<file path="src/rtl/iptc_pkg.sv">
package iptc_pkg;
  // ---------------------------------------------------------------
  // register map and reset values
  // ---------------------------------------------------------------
  localparam logic [7:0] ADDR_PROT = 8'h09; // i2c_protect_filter_cfg
  localparam logic [7:0] ADDR_OTIM = 8'h0A; // i2c_output_timing_cfg
  localparam logic [7:0] ADDR_HIGH = 8'h0B; // i2c_master_high_period
  localparam logic [7:0] ADDR_LOW = 8'h0C; // i2c_master_low_period
  localparam logic [7:0] RST_PROT = 8'h1E;
  localparam logic [7:0] RST_OTIM = 8'h10;
  localparam logic [7:0] RST_HIGH = 8'h7F;
  localparam logic [7:0] RST_LOW = 8'h7F;
  // field positions
  localparam int BIT_WBLK = 7;
  localparam int HOLD_LSB = 4;
  localparam int HOLD_W = 3;
  localparam int FILT_LSB = 0;
  localparam int FILT_W = 4;
  localparam int SETUP_LSB = 4;
  localparam int SETUP_W = 4;
  localparam int ODLY_LSB = 2;
  localparam int ODLY_W = 2;
  localparam int BIT_FAST = 1;
  localparam int BIT_WDDIS = 0;
  // ---------------------------------------------------------------
  // timing
  // ---------------------------------------------------------------
  localparam int CLK_NS = 10;
  localparam int FILT_UNIT_NS = 5;
  localparam int HOLD_UNIT_NS = 50;
  localparam int HOLD_CYC = HOLD_UNIT_NS / CLK_NS;
  localparam int HOLD_MAX_CYC = ((1 << HOLD_W) - 1) * HOLD_CYC;
  localparam int ODLY_BASE_NS = 240;
  localparam int ODLY_STEP_NS = 40;
  localparam int ODLY_BASE_CYC = ODLY_BASE_NS / CLK_NS;
  localparam int ODLY_STEP_CYC = ODLY_STEP_NS / CLK_NS;
  localparam int SETUP_BASE_NS = 80;
  localparam int SETUP_STEP_NS = 640;
  localparam int SETUP_BASE_CYC = (SETUP_BASE_NS + CLK_NS - 1) / CLK_NS;
  localparam int SETUP_STEP_CYC = (SETUP_STEP_NS + CLK_NS - 1) / CLK_NS;
  localparam int OSC_EXTRA = 5;
  localparam int OSC_KHZ = 26250;
  localparam int CLK_KHZ = 100000;
  localparam int ACC_GCD = 1250;
  localparam logic [6:0] ACC_ADD = 7'(OSC_KHZ / ACC_GCD);
  localparam logic [6:0] ACC_MOD = 7'(CLK_KHZ / ACC_GCD);
  localparam int WD_SLOW_NS = 1000000000;
  localparam int WD_FAST_NS = 50000;
  localparam logic [3:0] CLR_PULSES = 4'h9;
  // ---------------------------------------------------------------
  // types
  // ---------------------------------------------------------------
  typedef struct packed {
    logic wr;
    logic rd;
    logic remote;
    logic bridge;
    logic [7:0] addr;
    logic [7:0] wdata;
  } iptc_req_s;
  typedef enum logic [1:0] {E_IDLE, E_LOW, E_HIGH} iptc_eng_e;
endpackage : iptc_pkg

</file>
<file path="src/rtl/iptc_port_timing.sv">
// Function
// - block remote writes to local registers when the write-block bit is set
// - bridged accesses to local slaves pass regardless of the write-block bit
// - delay the SDA input against SCL by hold field times 50 ns
// - reject SCL and SDA glitches up to filter field times 5 ns
// - remote ACK setup before SCL rise is 80 ns plus 640 ns per count
// - SDA output follows SCL fall by 240 ns plus 40 ns per step
// - bus watchdog expires after 1 s, or 50 us when fast
// - bus watchdog watches for a bad ending; disable bit stops it
// - SDA high and idle for a watchdog period means the bus is free
// - SDA low and idle until expiry starts nine SCL clear pulses
// - master SCL high lasts high field plus 5 oscillator periods
// - master SCL low lasts low field plus 5 oscillator periods
// - slave uses low count as SDA setup before releasing stretched SCL
// - SCL high and low counts run on the 26.25 MHz oscillator tick
`timescale 1ns/1ps
module iptc_port_timing #(
  parameter int WD_SLOW_CYC = iptc_pkg::WD_SLOW_NS / iptc_pkg::CLK_NS,
  parameter int WD_FAST_CYC = iptc_pkg::WD_FAST_NS / iptc_pkg::CLK_NS
) (
  input wire logic clk,
  input wire logic resetn,
  input iptc_pkg::iptc_req_s req,
  input wire logic mst_run,
  input wire logic sda_en,
  input wire logic sda_bit,
  input wire logic slv_hold,
  input wire logic slv_ack,
  input wire logic rmt_active,
  input wire logic scl_i,
  input wire logic sda_i,
  output logic scl_o,
  output logic scl_oe,
  output logic sda_o,
  output logic sda_oe,
  output logic [7:0] rdata,
  output logic rd_valid,
  output logic wr_reject,
  output logic bridge_fwd,
  output logic bus_busy,
  output logic bus_free,
  output logic bus_clearing
);
  import iptc_pkg::*;

  // ---------------------------------------------------------------
  // register file
  // ---------------------------------------------------------------
  logic [7:0] prot_reg, prot_next, otim_reg, otim_next;
  logic [7:0] high_reg, high_next, low_reg, low_next;
  logic [7:0] rdata_reg, rdata_next;
  logic rdv_reg, rdv_next, rej_reg, rej_next, fwd_reg, fwd_next;

  // bridged traffic is decided first so the block bit never touches it
  always_comb begin
    prot_next = prot_reg;
    otim_next = otim_reg;
    high_next = high_reg;
    low_next = low_reg;
    rdata_next = rdata_reg;
    rdv_next = 1'b0;
    rej_next = 1'b0;
    fwd_next = 1'b0;
    if (req.bridge) begin
      fwd_next = req.wr | req.rd;
    end else if (req.wr) begin
      if (req.remote && prot_reg[BIT_WBLK]) begin
        rej_next = 1'b1;
      end else begin
        case (req.addr)
          ADDR_PROT: prot_next = req.wdata;
          ADDR_OTIM: otim_next = req.wdata;
          ADDR_HIGH: high_next = req.wdata;
          ADDR_LOW: low_next = req.wdata;
          default: ;
        endcase
      end
    end else if (req.rd) begin
      rdv_next = 1'b1;
      case (req.addr)
        ADDR_PROT: rdata_next = prot_reg;
        ADDR_OTIM: rdata_next = otim_reg;
        ADDR_HIGH: rdata_next = high_reg;
        ADDR_LOW: rdata_next = low_reg;
        default: rdata_next = 8'h00;
      endcase
    end
  end

  always_ff @(posedge clk or negedge resetn) begin
    if (!resetn) begin
      prot_reg <= RST_PROT;
      otim_reg <= RST_OTIM;
      high_reg <= RST_HIGH;
      low_reg <= RST_LOW;
      rdata_reg <= 8'h00;
      rdv_reg <= 1'b0;
      rej_reg <= 1'b0;
      fwd_reg <= 1'b0;
    end else begin
      prot_reg <= prot_next;
      otim_reg <= otim_next;
      high_reg <= high_next;
      low_reg <= low_next;
      rdata_reg <= rdata_next;
      rdv_reg <= rdv_next;
      rej_reg <= rej_next;
      fwd_reg <= fwd_next;
    end
  end

  // ---------------------------------------------------------------
  // oscillator tick: 21 of every 80 clocks, i.e. 26.25 MHz on average
  // ---------------------------------------------------------------
  logic [6:0] acc_reg, acc_next;
  logic tick;
  logic [7:0] acc_sum;

  always_comb begin
    acc_sum = {1'b0, acc_reg} + {1'b0, ACC_ADD};
    tick = (acc_sum >= {1'b0, ACC_MOD});
    acc_next = tick ? 7'(acc_sum - {1'b0, ACC_MOD}) : acc_sum[6:0];
  end

  always_ff @(posedge clk or negedge resetn) begin
    if (!resetn) acc_reg <= 7'h00;
    else acc_reg <= acc_next;
  end

  // ---------------------------------------------------------------
  // glitch filters, index 0 is SCL and 1 is SDA
  // ---------------------------------------------------------------
  logic [1:0] raw, flt;
  logic [3:0] fcyc;
  logic [6:0] fsum;
  assign raw = {sda_i, scl_i};
  // the depth is in 5 ns units, so each 10 ns sample covers two of them
  // seven bits hold the largest depth sum, so the division never sees a wrapped value
  assign fsum = 7'(prot_reg[FILT_LSB +: FILT_W] * FILT_UNIT_NS + CLK_NS - 1);
  assign fcyc = 4'(fsum / 7'(CLK_NS));

  for (genvar i = 0; i < 2; i++) begin : g_flt
    logic f_reg, f_next;
    logic [3:0] c_reg, c_next;
    always_comb begin
      f_next = f_reg;
      c_next = 4'h0;
      if (raw[i] != f_reg) begin
        if (c_reg >= fcyc) f_next = raw[i];
        else c_next = c_reg + 4'h1;
      end
    end
    always_ff @(posedge clk or negedge resetn) begin
      if (!resetn) begin
        f_reg <= 1'b1;
        c_reg <= 4'h0;
      end else begin
        f_reg <= f_next;
        c_reg <= c_next;
      end
    end
    assign flt[i] = f_reg;
  end

  // ---------------------------------------------------------------
  // sda hold line and edge history
  // ---------------------------------------------------------------
  logic [HOLD_MAX_CYC-1:0] sh_reg, sh_next;
  logic [5:0] hcyc;
  logic scl_f, sda_h, scl_q_reg, sda_q_reg, hold_q_reg;
  logic scl_fall, act, start, stop;

  assign scl_f = flt[0];
  assign hcyc = 6'(prot_reg[HOLD_LSB +: HOLD_W] * HOLD_CYC);
  assign sh_next = {sh_reg[HOLD_MAX_CYC-2:0], flt[1]};
  assign sda_h = (hcyc == 6'h00) ? flt[1] : sh_reg[hcyc - 6'h01];
  assign scl_fall = scl_q_reg & ~scl_f;
  assign act = (scl_q_reg ^ scl_f) | (sda_q_reg ^ sda_h);
  assign start = scl_f & scl_q_reg & sda_q_reg & ~sda_h;
  assign stop = scl_f & scl_q_reg & ~sda_q_reg & sda_h;

  always_ff @(posedge clk or negedge resetn) begin
    if (!resetn) begin
      sh_reg <= '1;
      scl_q_reg <= 1'b1;
      sda_q_reg <= 1'b1;
      hold_q_reg <= 1'b0;
    end else begin
      sh_reg <= sh_next;
      scl_q_reg <= scl_f;
      sda_q_reg <= sda_h;
      hold_q_reg <= slv_hold;
    end
  end

  // ---------------------------------------------------------------
  // scl engine: master clocking and nine-pulse bus clear
  // ---------------------------------------------------------------
  iptc_eng_e eng_reg, eng_next;
  logic [8:0] ecnt_reg, ecnt_next, lo_lim, hi_lim;
  logic [3:0] np_reg, np_next;
  logic clr_reg, clr_next, clr_done, clr_go;

  assign lo_lim = 9'(low_reg) + 9'(OSC_EXTRA);
  assign hi_lim = 9'(high_reg) + 9'(OSC_EXTRA);

  always_comb begin
    eng_next = eng_reg;
    ecnt_next = ecnt_reg;
    np_next = np_reg;
    clr_next = clr_reg;
    clr_done = 1'b0;
    case (eng_reg)
      E_IDLE: begin
        ecnt_next = 9'h000;
        if (clr_go) begin
          clr_next = 1'b1;
          np_next = 4'h0;
        end
        // leave idle on a tick so the first low phase is never a tick short
        if ((clr_go || clr_reg || mst_run) && tick) begin
          eng_next = E_LOW;
        end
      end
      E_LOW: begin
        if (tick) begin
          if (ecnt_reg >= lo_lim - 9'h001) begin
            ecnt_next = 9'h000;
            eng_next = E_HIGH;
          end else begin
            ecnt_next = ecnt_reg + 9'h001;
          end
        end
      end
      E_HIGH: begin
        // a slave stretching SCL pauses the high count
        if (tick && scl_f) begin
          if (ecnt_reg >= hi_lim - 9'h001) begin
            ecnt_next = 9'h000;
            if (clr_reg) begin
              np_next = np_reg + 4'h1;
              if (np_reg == CLR_PULSES - 4'h1) begin
                clr_next = 1'b0;
                clr_done = 1'b1;
                eng_next = E_IDLE;
              end else begin
                eng_next = E_LOW;
              end
            end else begin
              eng_next = mst_run ? E_LOW : E_IDLE;
            end
          end else begin
            ecnt_next = ecnt_reg + 9'h001;
          end
        end
      end
      default: eng_next = E_IDLE;
    endcase
  end

  always_ff @(posedge clk or negedge resetn) begin
    if (!resetn) begin
      eng_reg <= E_IDLE;
      ecnt_reg <= 9'h000;
      np_reg <= 4'h0;
      clr_reg <= 1'b0;
    end else begin
      eng_reg <= eng_next;
      ecnt_reg <= ecnt_next;
      np_reg <= np_next;
      clr_reg <= clr_next;
    end
  end

  // ---------------------------------------------------------------
  // bus watchdog
  // ---------------------------------------------------------------
  logic [26:0] wd_reg, wd_next, wd_lim;
  logic busy_reg, busy_next, free_reg, free_next, expire;

  // counting only while busy keeps a healthy idle bus from tripping it
  assign wd_lim = otim_reg[BIT_FAST] ? 27'(WD_FAST_CYC) : 27'(WD_SLOW_CYC);
  assign expire = busy_reg & ~otim_reg[BIT_WDDIS] & (eng_reg == E_IDLE) & ~act
    & (wd_reg >= wd_lim - 27'h0000001);
  assign clr_go = expire & ~sda_h;

  always_comb begin
    wd_next = wd_reg + 27'h0000001;
    busy_next = busy_reg;
    free_next = 1'b0;
    if (start) busy_next = 1'b1;
    if (stop || clr_done) busy_next = 1'b0;
    if (act || !busy_reg || otim_reg[BIT_WDDIS] || eng_reg != E_IDLE) begin
      wd_next = 27'h0000000;
    end else if (expire) begin
      wd_next = 27'h0000000;
      if (sda_h) begin
        free_next = 1'b1;
        busy_next = 1'b0;
      end
    end
  end

  always_ff @(posedge clk or negedge resetn) begin
    if (!resetn) begin
      wd_reg <= 27'h0000000;
      busy_reg <= 1'b0;
      free_reg <= 1'b0;
    end else begin
      wd_reg <= wd_next;
      busy_reg <= busy_next;
      free_reg <= free_next;
    end
  end

  // ---------------------------------------------------------------
  // sda output timing and slave stretch
  // ---------------------------------------------------------------
  logic [5:0] od_reg, od_next, od_lim;
  logic od_run_reg, od_run_next, sdoe_reg, sdoe_next;
  logic str_reg, str_next, scoe_reg, scoe_next, ack_rmt, s_en;
  logic [9:0] sc_reg, sc_next, s_lim;

  assign od_lim = 6'(ODLY_BASE_CYC) + 6'(otim_reg[ODLY_LSB +: ODLY_W] * ODLY_STEP_CYC);
  assign ack_rmt = slv_ack & rmt_active;
  assign s_lim = ack_rmt
    ? 10'(SETUP_BASE_CYC) + 10'(otim_reg[SETUP_LSB +: SETUP_W] * SETUP_STEP_CYC)
    : 10'(lo_lim);
  // the ack setup counts in system clocks, the plain setup in oscillator ticks
  assign s_en = ack_rmt | tick;

  always_comb begin
    od_next = od_reg;
    od_run_next = od_run_reg;
    sdoe_next = sdoe_reg;
    str_next = str_reg;
    sc_next = 10'h000;
    if (scl_fall) begin
      od_run_next = 1'b1;
      od_next = 6'h00;
    end else if (od_run_reg) begin
      if (od_reg >= od_lim - 6'h01) begin
        od_run_next = 1'b0;
        sdoe_next = sda_en & ~sda_bit;
      end else begin
        od_next = od_reg + 6'h01;
      end
    end
    if (!str_reg) begin
      str_next = slv_hold & ~scl_f;
    end else if (!slv_hold) begin
      if (hold_q_reg) sdoe_next = sda_en & ~sda_bit;
      sc_next = s_en ? sc_reg + 10'h001 : sc_reg;
      if (sc_reg >= s_lim) str_next = 1'b0;
    end
    // a bus clear must never fight the stuck slave on SDA
    if (clr_reg) sdoe_next = 1'b0;
    scoe_next = (eng_next == E_LOW) | str_next;
  end

  always_ff @(posedge clk or negedge resetn) begin
    if (!resetn) begin
      od_reg <= 6'h00;
      od_run_reg <= 1'b0;
      sdoe_reg <= 1'b0;
      str_reg <= 1'b0;
      sc_reg <= 10'h000;
      scoe_reg <= 1'b0;
    end else begin
      od_reg <= od_next;
      od_run_reg <= od_run_next;
      sdoe_reg <= sdoe_next;
      str_reg <= str_next;
      sc_reg <= sc_next;
      scoe_reg <= scoe_next;
    end
  end

  // ---------------------------------------------------------------
  // outputs; open-drain pins only ever drive low
  // ---------------------------------------------------------------
  logic lvl_reg;
  always_ff @(posedge clk or negedge resetn) begin
    if (!resetn) lvl_reg <= 1'b0;
    else lvl_reg <= 1'b0;
  end

  assign scl_o = lvl_reg;
  assign sda_o = lvl_reg;
  assign scl_oe = scoe_reg;
  assign sda_oe = sdoe_reg;
  assign rdata = rdata_reg;
  assign rd_valid = rdv_reg;
  assign wr_reject = rej_reg;
  assign bridge_fwd = fwd_reg;
  assign bus_busy = busy_reg;
  assign bus_free = free_reg;
  assign bus_clearing = clr_reg;
endmodule : iptc_port_timing

</file>
<file path="config.mk">
export PLATFORM = sky130hd
export DESIGN_NAME = iptc_port_timing
export DESIGN_NICKNAME = d
export VERILOG_FILES = /design/src/rtl/iptc_pkg.sv /design/src/rtl/iptc_port_timing.sv
export SDC_FILE = /design/constraint.sdc
export NUM_CORES = 1
export LEC_CHECK = 0
export BUFFER_PORTS_ARGS = -buffer_cell sky130_fd_sc_hd__clkbuf_2
export CAP_MARGIN = 10
export CORE_ASPECT_RATIO = 1.75
export CORE_MARGIN = 5
export CORE_UTILIZATION = 45
export CTS_CLUSTER_DIAMETER = 80
export DETAILED_ROUTE_END_ITERATION = 12
export MAX_ROUTING_LAYER = met4
export PLACE_DENSITY = 0.65
export SYNTH_ARGS = -nofsm -noshare
export SYNTH_HDL_FRONTEND = slang
export SYNTH_SLANG_ARGS = --single-unit
</file>
<file path="constraint.sdc">
create_clock -name clk -period 5.13 [get_ports clk]
set_clock_uncertainty 0.15 [all_clocks]
set_input_delay 0.7695 -clock clk [delete_from_list [all_inputs] [get_ports clk]]
set_output_delay 0.7695 -clock clk [all_outputs]
set_load 0.01 [all_outputs]
</file>
==> out/qor.log <==
[outcome] result of the run completed
[synth] fraction of registers with async set or reset after synthesis 1.00
[synth] register bit total from synthesis 163
[placed_design] count of buffers inserted at the top-level ports 45
[timing] maximum clock rate 239 MHz
[worst_setup_path] launch instance of the worst register-to-register path prot_reg[1]
[placed_design] Final HPWL DP 16200 um
[worst_setup_path] endpoint kind of the worst setup timing path flip-flop
[die] die height 204 um
[cts] maximum level of the CTS H-tree 4
[worst_setup_path] Critical path origin prot_reg[1]
[die] Floorplan Core Area 0.0213 mm2
[timing] post-layout min period 4.18 ns
[worst_setup_path] class of the most critical setup path flip-flop to flip-flop
[synth] area share of the largest cell type after synthesis 0.272
[cts] clock root buffer sky130_fd_sc_hd__clkbuf_16
[worst_setup_path] largest fanout on the critical path 10
[timing] total negative slack for setup checks 0 ns
[cts] Worst-Skew Late Latency 0.43 ns
[cts] count of hold-fix buffers inserted at cts 0
[cts] number of buffers inserted to repair setup after CTS 0
[layout] Non-Filler Cell Area, Final 0.0107 mm2
[die] number of core rows 71
[global_routing] maximum number of pins on one net before global-route repair 98
[detailed_routing] DRC violation count after routing 0
[worst_setup_path] launching element type of the critical path flip-flop
[placed_design] last weighted congestion value of the routability-driven placer 0.876
[layout] commonest cells after routing, fill and taps aside 105 x sky130_fd_sc_hd__dfrtp_1, 91 x sky130_fd_sc_hd__ha_1, 74 x sky130_fd_sc_hd__nand2_1, 69 x sky130_fd_sc_hd__nor2_1, 58 x sky130_fd_sc_hd__dfstp_2
[die] Die Span X 121 um
[pwr] standby leakage power 0.00495 uW
[pwr] ratio of total power to cell area 354 mW/mm2
[cts] CTS tree done
[global_routing] number of antenna violations at the first check in global routing 0
[detailed_routing] number of optimization iterations in the first detailed-route pass 5
[timing] number of hold violations in the final report 0
[synth] synthesized instance count 937
[worst_setup_path] data required time of the critical path 5.34 ns
[cts] clock tree sinks 163
[global_routing] number of global-route vias before repair 7449
[die] initial cell density of the core 0.453
[layout] flip-flop count of the largest register, all copies and words added 35
[timing] final-report setup violation count 0
[layout] most frequent standard cell in the layout excluding fill and tap cells sky130_fd_sc_hd__dfrtp_1
[synth] yosys synthesis warning count 0
[detailed_routing] vias per std cell 5.67
[worst_setup_path] arrival time of the worst setup path 4.39 ns
[synth] EDFF count, synth 0
[timing] fin crit share 0.815
[synth] synthesized area per cell 10.3 um2
[layout] count of antenna diodes in the layout 0
[pwr] maximum VDD drop 0.000222 V
[run] max-capacitance violation count 0
[synth] portion of the post-synthesis area used by sequential elements 0.430
[detailed_routing] Antenna Nets Post-Route 0
[global_routing] grt total ovfl 0
[synth] number of unique standard cell types used by synthesis 68
[detailed_routing] WL final 21400 um
[timing] worst slew margin relative to its limit 0.345
[placed_design] area post-placement 0.0101 mm2
[global_routing] total track usage 0.192
[worst_hold_path] worst hold start sh_reg[16]
[synth] ys flop type sky130_fd_sc_hd__dfrtp_1
[detailed_routing] number of vias in the routed layout 7068
[die] area enclosed by the die boundary 0.0246 mm2
[layout] fraction of final layout cells sized beyond drive strength 1 0.200
[worst_hold_path] worst min-delay path class flip-flop to flip-flop
[die] # IOs 48
[synth] Cell Area, Synth 0.00965 mm2
[layout] synthesis-to-layout area growth 10.7%
[timing] number of pins with negative max-slew slack in the final report 0
[cts] TritonCTS buffer count 17
[detailed_routing] average wire per standard cell 17.2 um
[cts] maximum clock path buffer count 2
[timing] unrepaired setup endpoints after global routing no
[layout] Final #Nets 1101
[global_routing] first-pass GRT wire length 36700 um
[detailed_routing] DR iter-0 viols 416
[cts] quantity of gates resized following cts 0
[synth] library cell occupying the most area in the post-synthesis netlist sky130_fd_sc_hd__dfrtp_1
[timing] measured slew at the worst slew-check pin 0.969 ns
[synth] largest cells by area after synthesis sky130_fd_sc_hd__dfrtp_1 27%, sky130_fd_sc_hd__dfstp_2 16%, sky130_fd_sc_hd__ha_1 12%, sky130_fd_sc_hd__xor2_1 4.4%, sky130_fd_sc_hd__mux2_2 3.5%
[cts] clock edge transition at the registers on the reported setup and hold paths 0.07 ns
final timing paths:
kind,endpoint,slack (ns),cells after the start
max in group asynchronous,sh_reg[26],3.51,2
hold / removal,sh_reg[17],0.21,0
setup reg to reg,g_flt[0].f_reg,0.95,15
min in group asynchronous,g_flt[1].c_reg[0],0.27,1
setup / recovery,g_flt[0].f_reg,0.95,15
hold reg to reg,sh_reg[17],0.21,0
layout make-up:
| cell class | count | area [um2] |
|---|---|---|
| Inverter | 37 | 139 |
| Fill cell | 1956 | 10600 |
| Multi-Input combinational cell | 711 | 5230 |
| Clock buffer | 20 | 457 |
| Tap cell | 255 | 319 |
| Clock inverter | 12 | 123 |
| Timing Repair Buffer | 49 | 262 |
| Sequential cell | 163 | 4150 |
report_power, final:
part	leakage, uW	switching, uW	internal, uW
logic	0.00266	398	313
clock network	0.000280	547	704
registers	0.00201	194	1620
total	0.00495	1140	2640
cell families after synthesis:
family / synth area share
AO/OA/AOI/OAI: 0.132
XOR/XNOR: 0.0707
adder cells (fa/ha/maj): 0.120
buffers and inverters: 0.0280
flip-flops: 0.430
multiplexers: 0.0613
other: 0.000389
AND/OR/NAND/NOR: 0.158
metal layers:
layer | vias to the layer above | share of wire | global-route usage
met5 | - | 0 | -
met4 | 0 | 0.040 | 0.0964
met3 | 42 | 0.023 | 0.0297
met2 | 112 | 0.54 | 0.344
met1 | 3479 | 0.40 | 0.204
li1 | 3435 | - | -
cells in the mapped netlist, types with 18 or more instances:
master                     number
sky130_fd_sc_hd__mux2_2        30
sky130_fd_sc_hd__o21ai_0       46
sky130_fd_sc_hd__xor2_1        48
sky130_fd_sc_hd__inv_1         37
sky130_fd_sc_hd__nor2_2        21
sky130_fd_sc_hd__nand3_1       33
sky130_fd_sc_hd__nand2_1       74
sky130_fd_sc_hd__clkbuf_1      21
sky130_fd_sc_hd__nor3_1        18
sky130_fd_sc_hd__a21o_1        26
sky130_fd_sc_hd__dfrtp_1      105
sky130_fd_sc_hd__dfstp_2       58
sky130_fd_sc_hd__a21oi_1       45
sky130_fd_sc_hd__nor2_1        69
sky130_fd_sc_hd__ha_1          91
sky130_fd_sc_hd__xnor2_1       28
through the flow:
step | cells | power [uW] | worst slack, ns | hold slack [ns] | util
after floorplan | 938 | 2320 | 1.26 | 0.201 | -
after global placement | 1215 | 2540 | 1.01 | 0.205 | 0.474
after detailed placement | 1215 | 2550 | 0.960 | 0.205 | 0.474
after CTS | 1247 | 3830 | 0.945 | 0.212 | 0.501
after global routing | 1247 | 4010 | 0.563 | 0.216 | 0.501
final | 1247 | 3780 | 0.950 | 0.213 | 0.501
worst max-delay path: stages, from the launching register on:
cell,delay (ns)
sky130_fd_sc_hd__dfstp_2,0.56
sky130_fd_sc_hd__inv_1,0.08
sky130_fd_sc_hd__fa_1,0.42
sky130_fd_sc_hd__ha_1,0.35
sky130_fd_sc_hd__a31oi_1,0.12
sky130_fd_sc_hd__xnor2_1,0.56
sky130_fd_sc_hd__o21ai_0,0.18
sky130_fd_sc_hd__nor3_1,0.17
sky130_fd_sc_hd__a41oi_1,0.06
sky130_fd_sc_hd__o221ai_1,0.12
sky130_fd_sc_hd__ha_1,0.28
sky130_fd_sc_hd__nand2b_1,0.14
sky130_fd_sc_hd__a21o_1,0.17
sky130_fd_sc_hd__a21o_1,0.17
sky130_fd_sc_hd__a21oi_1,0.22
sky130_fd_sc_hd__mux2_2,0.36
Power figures use the tool's default switching activity.
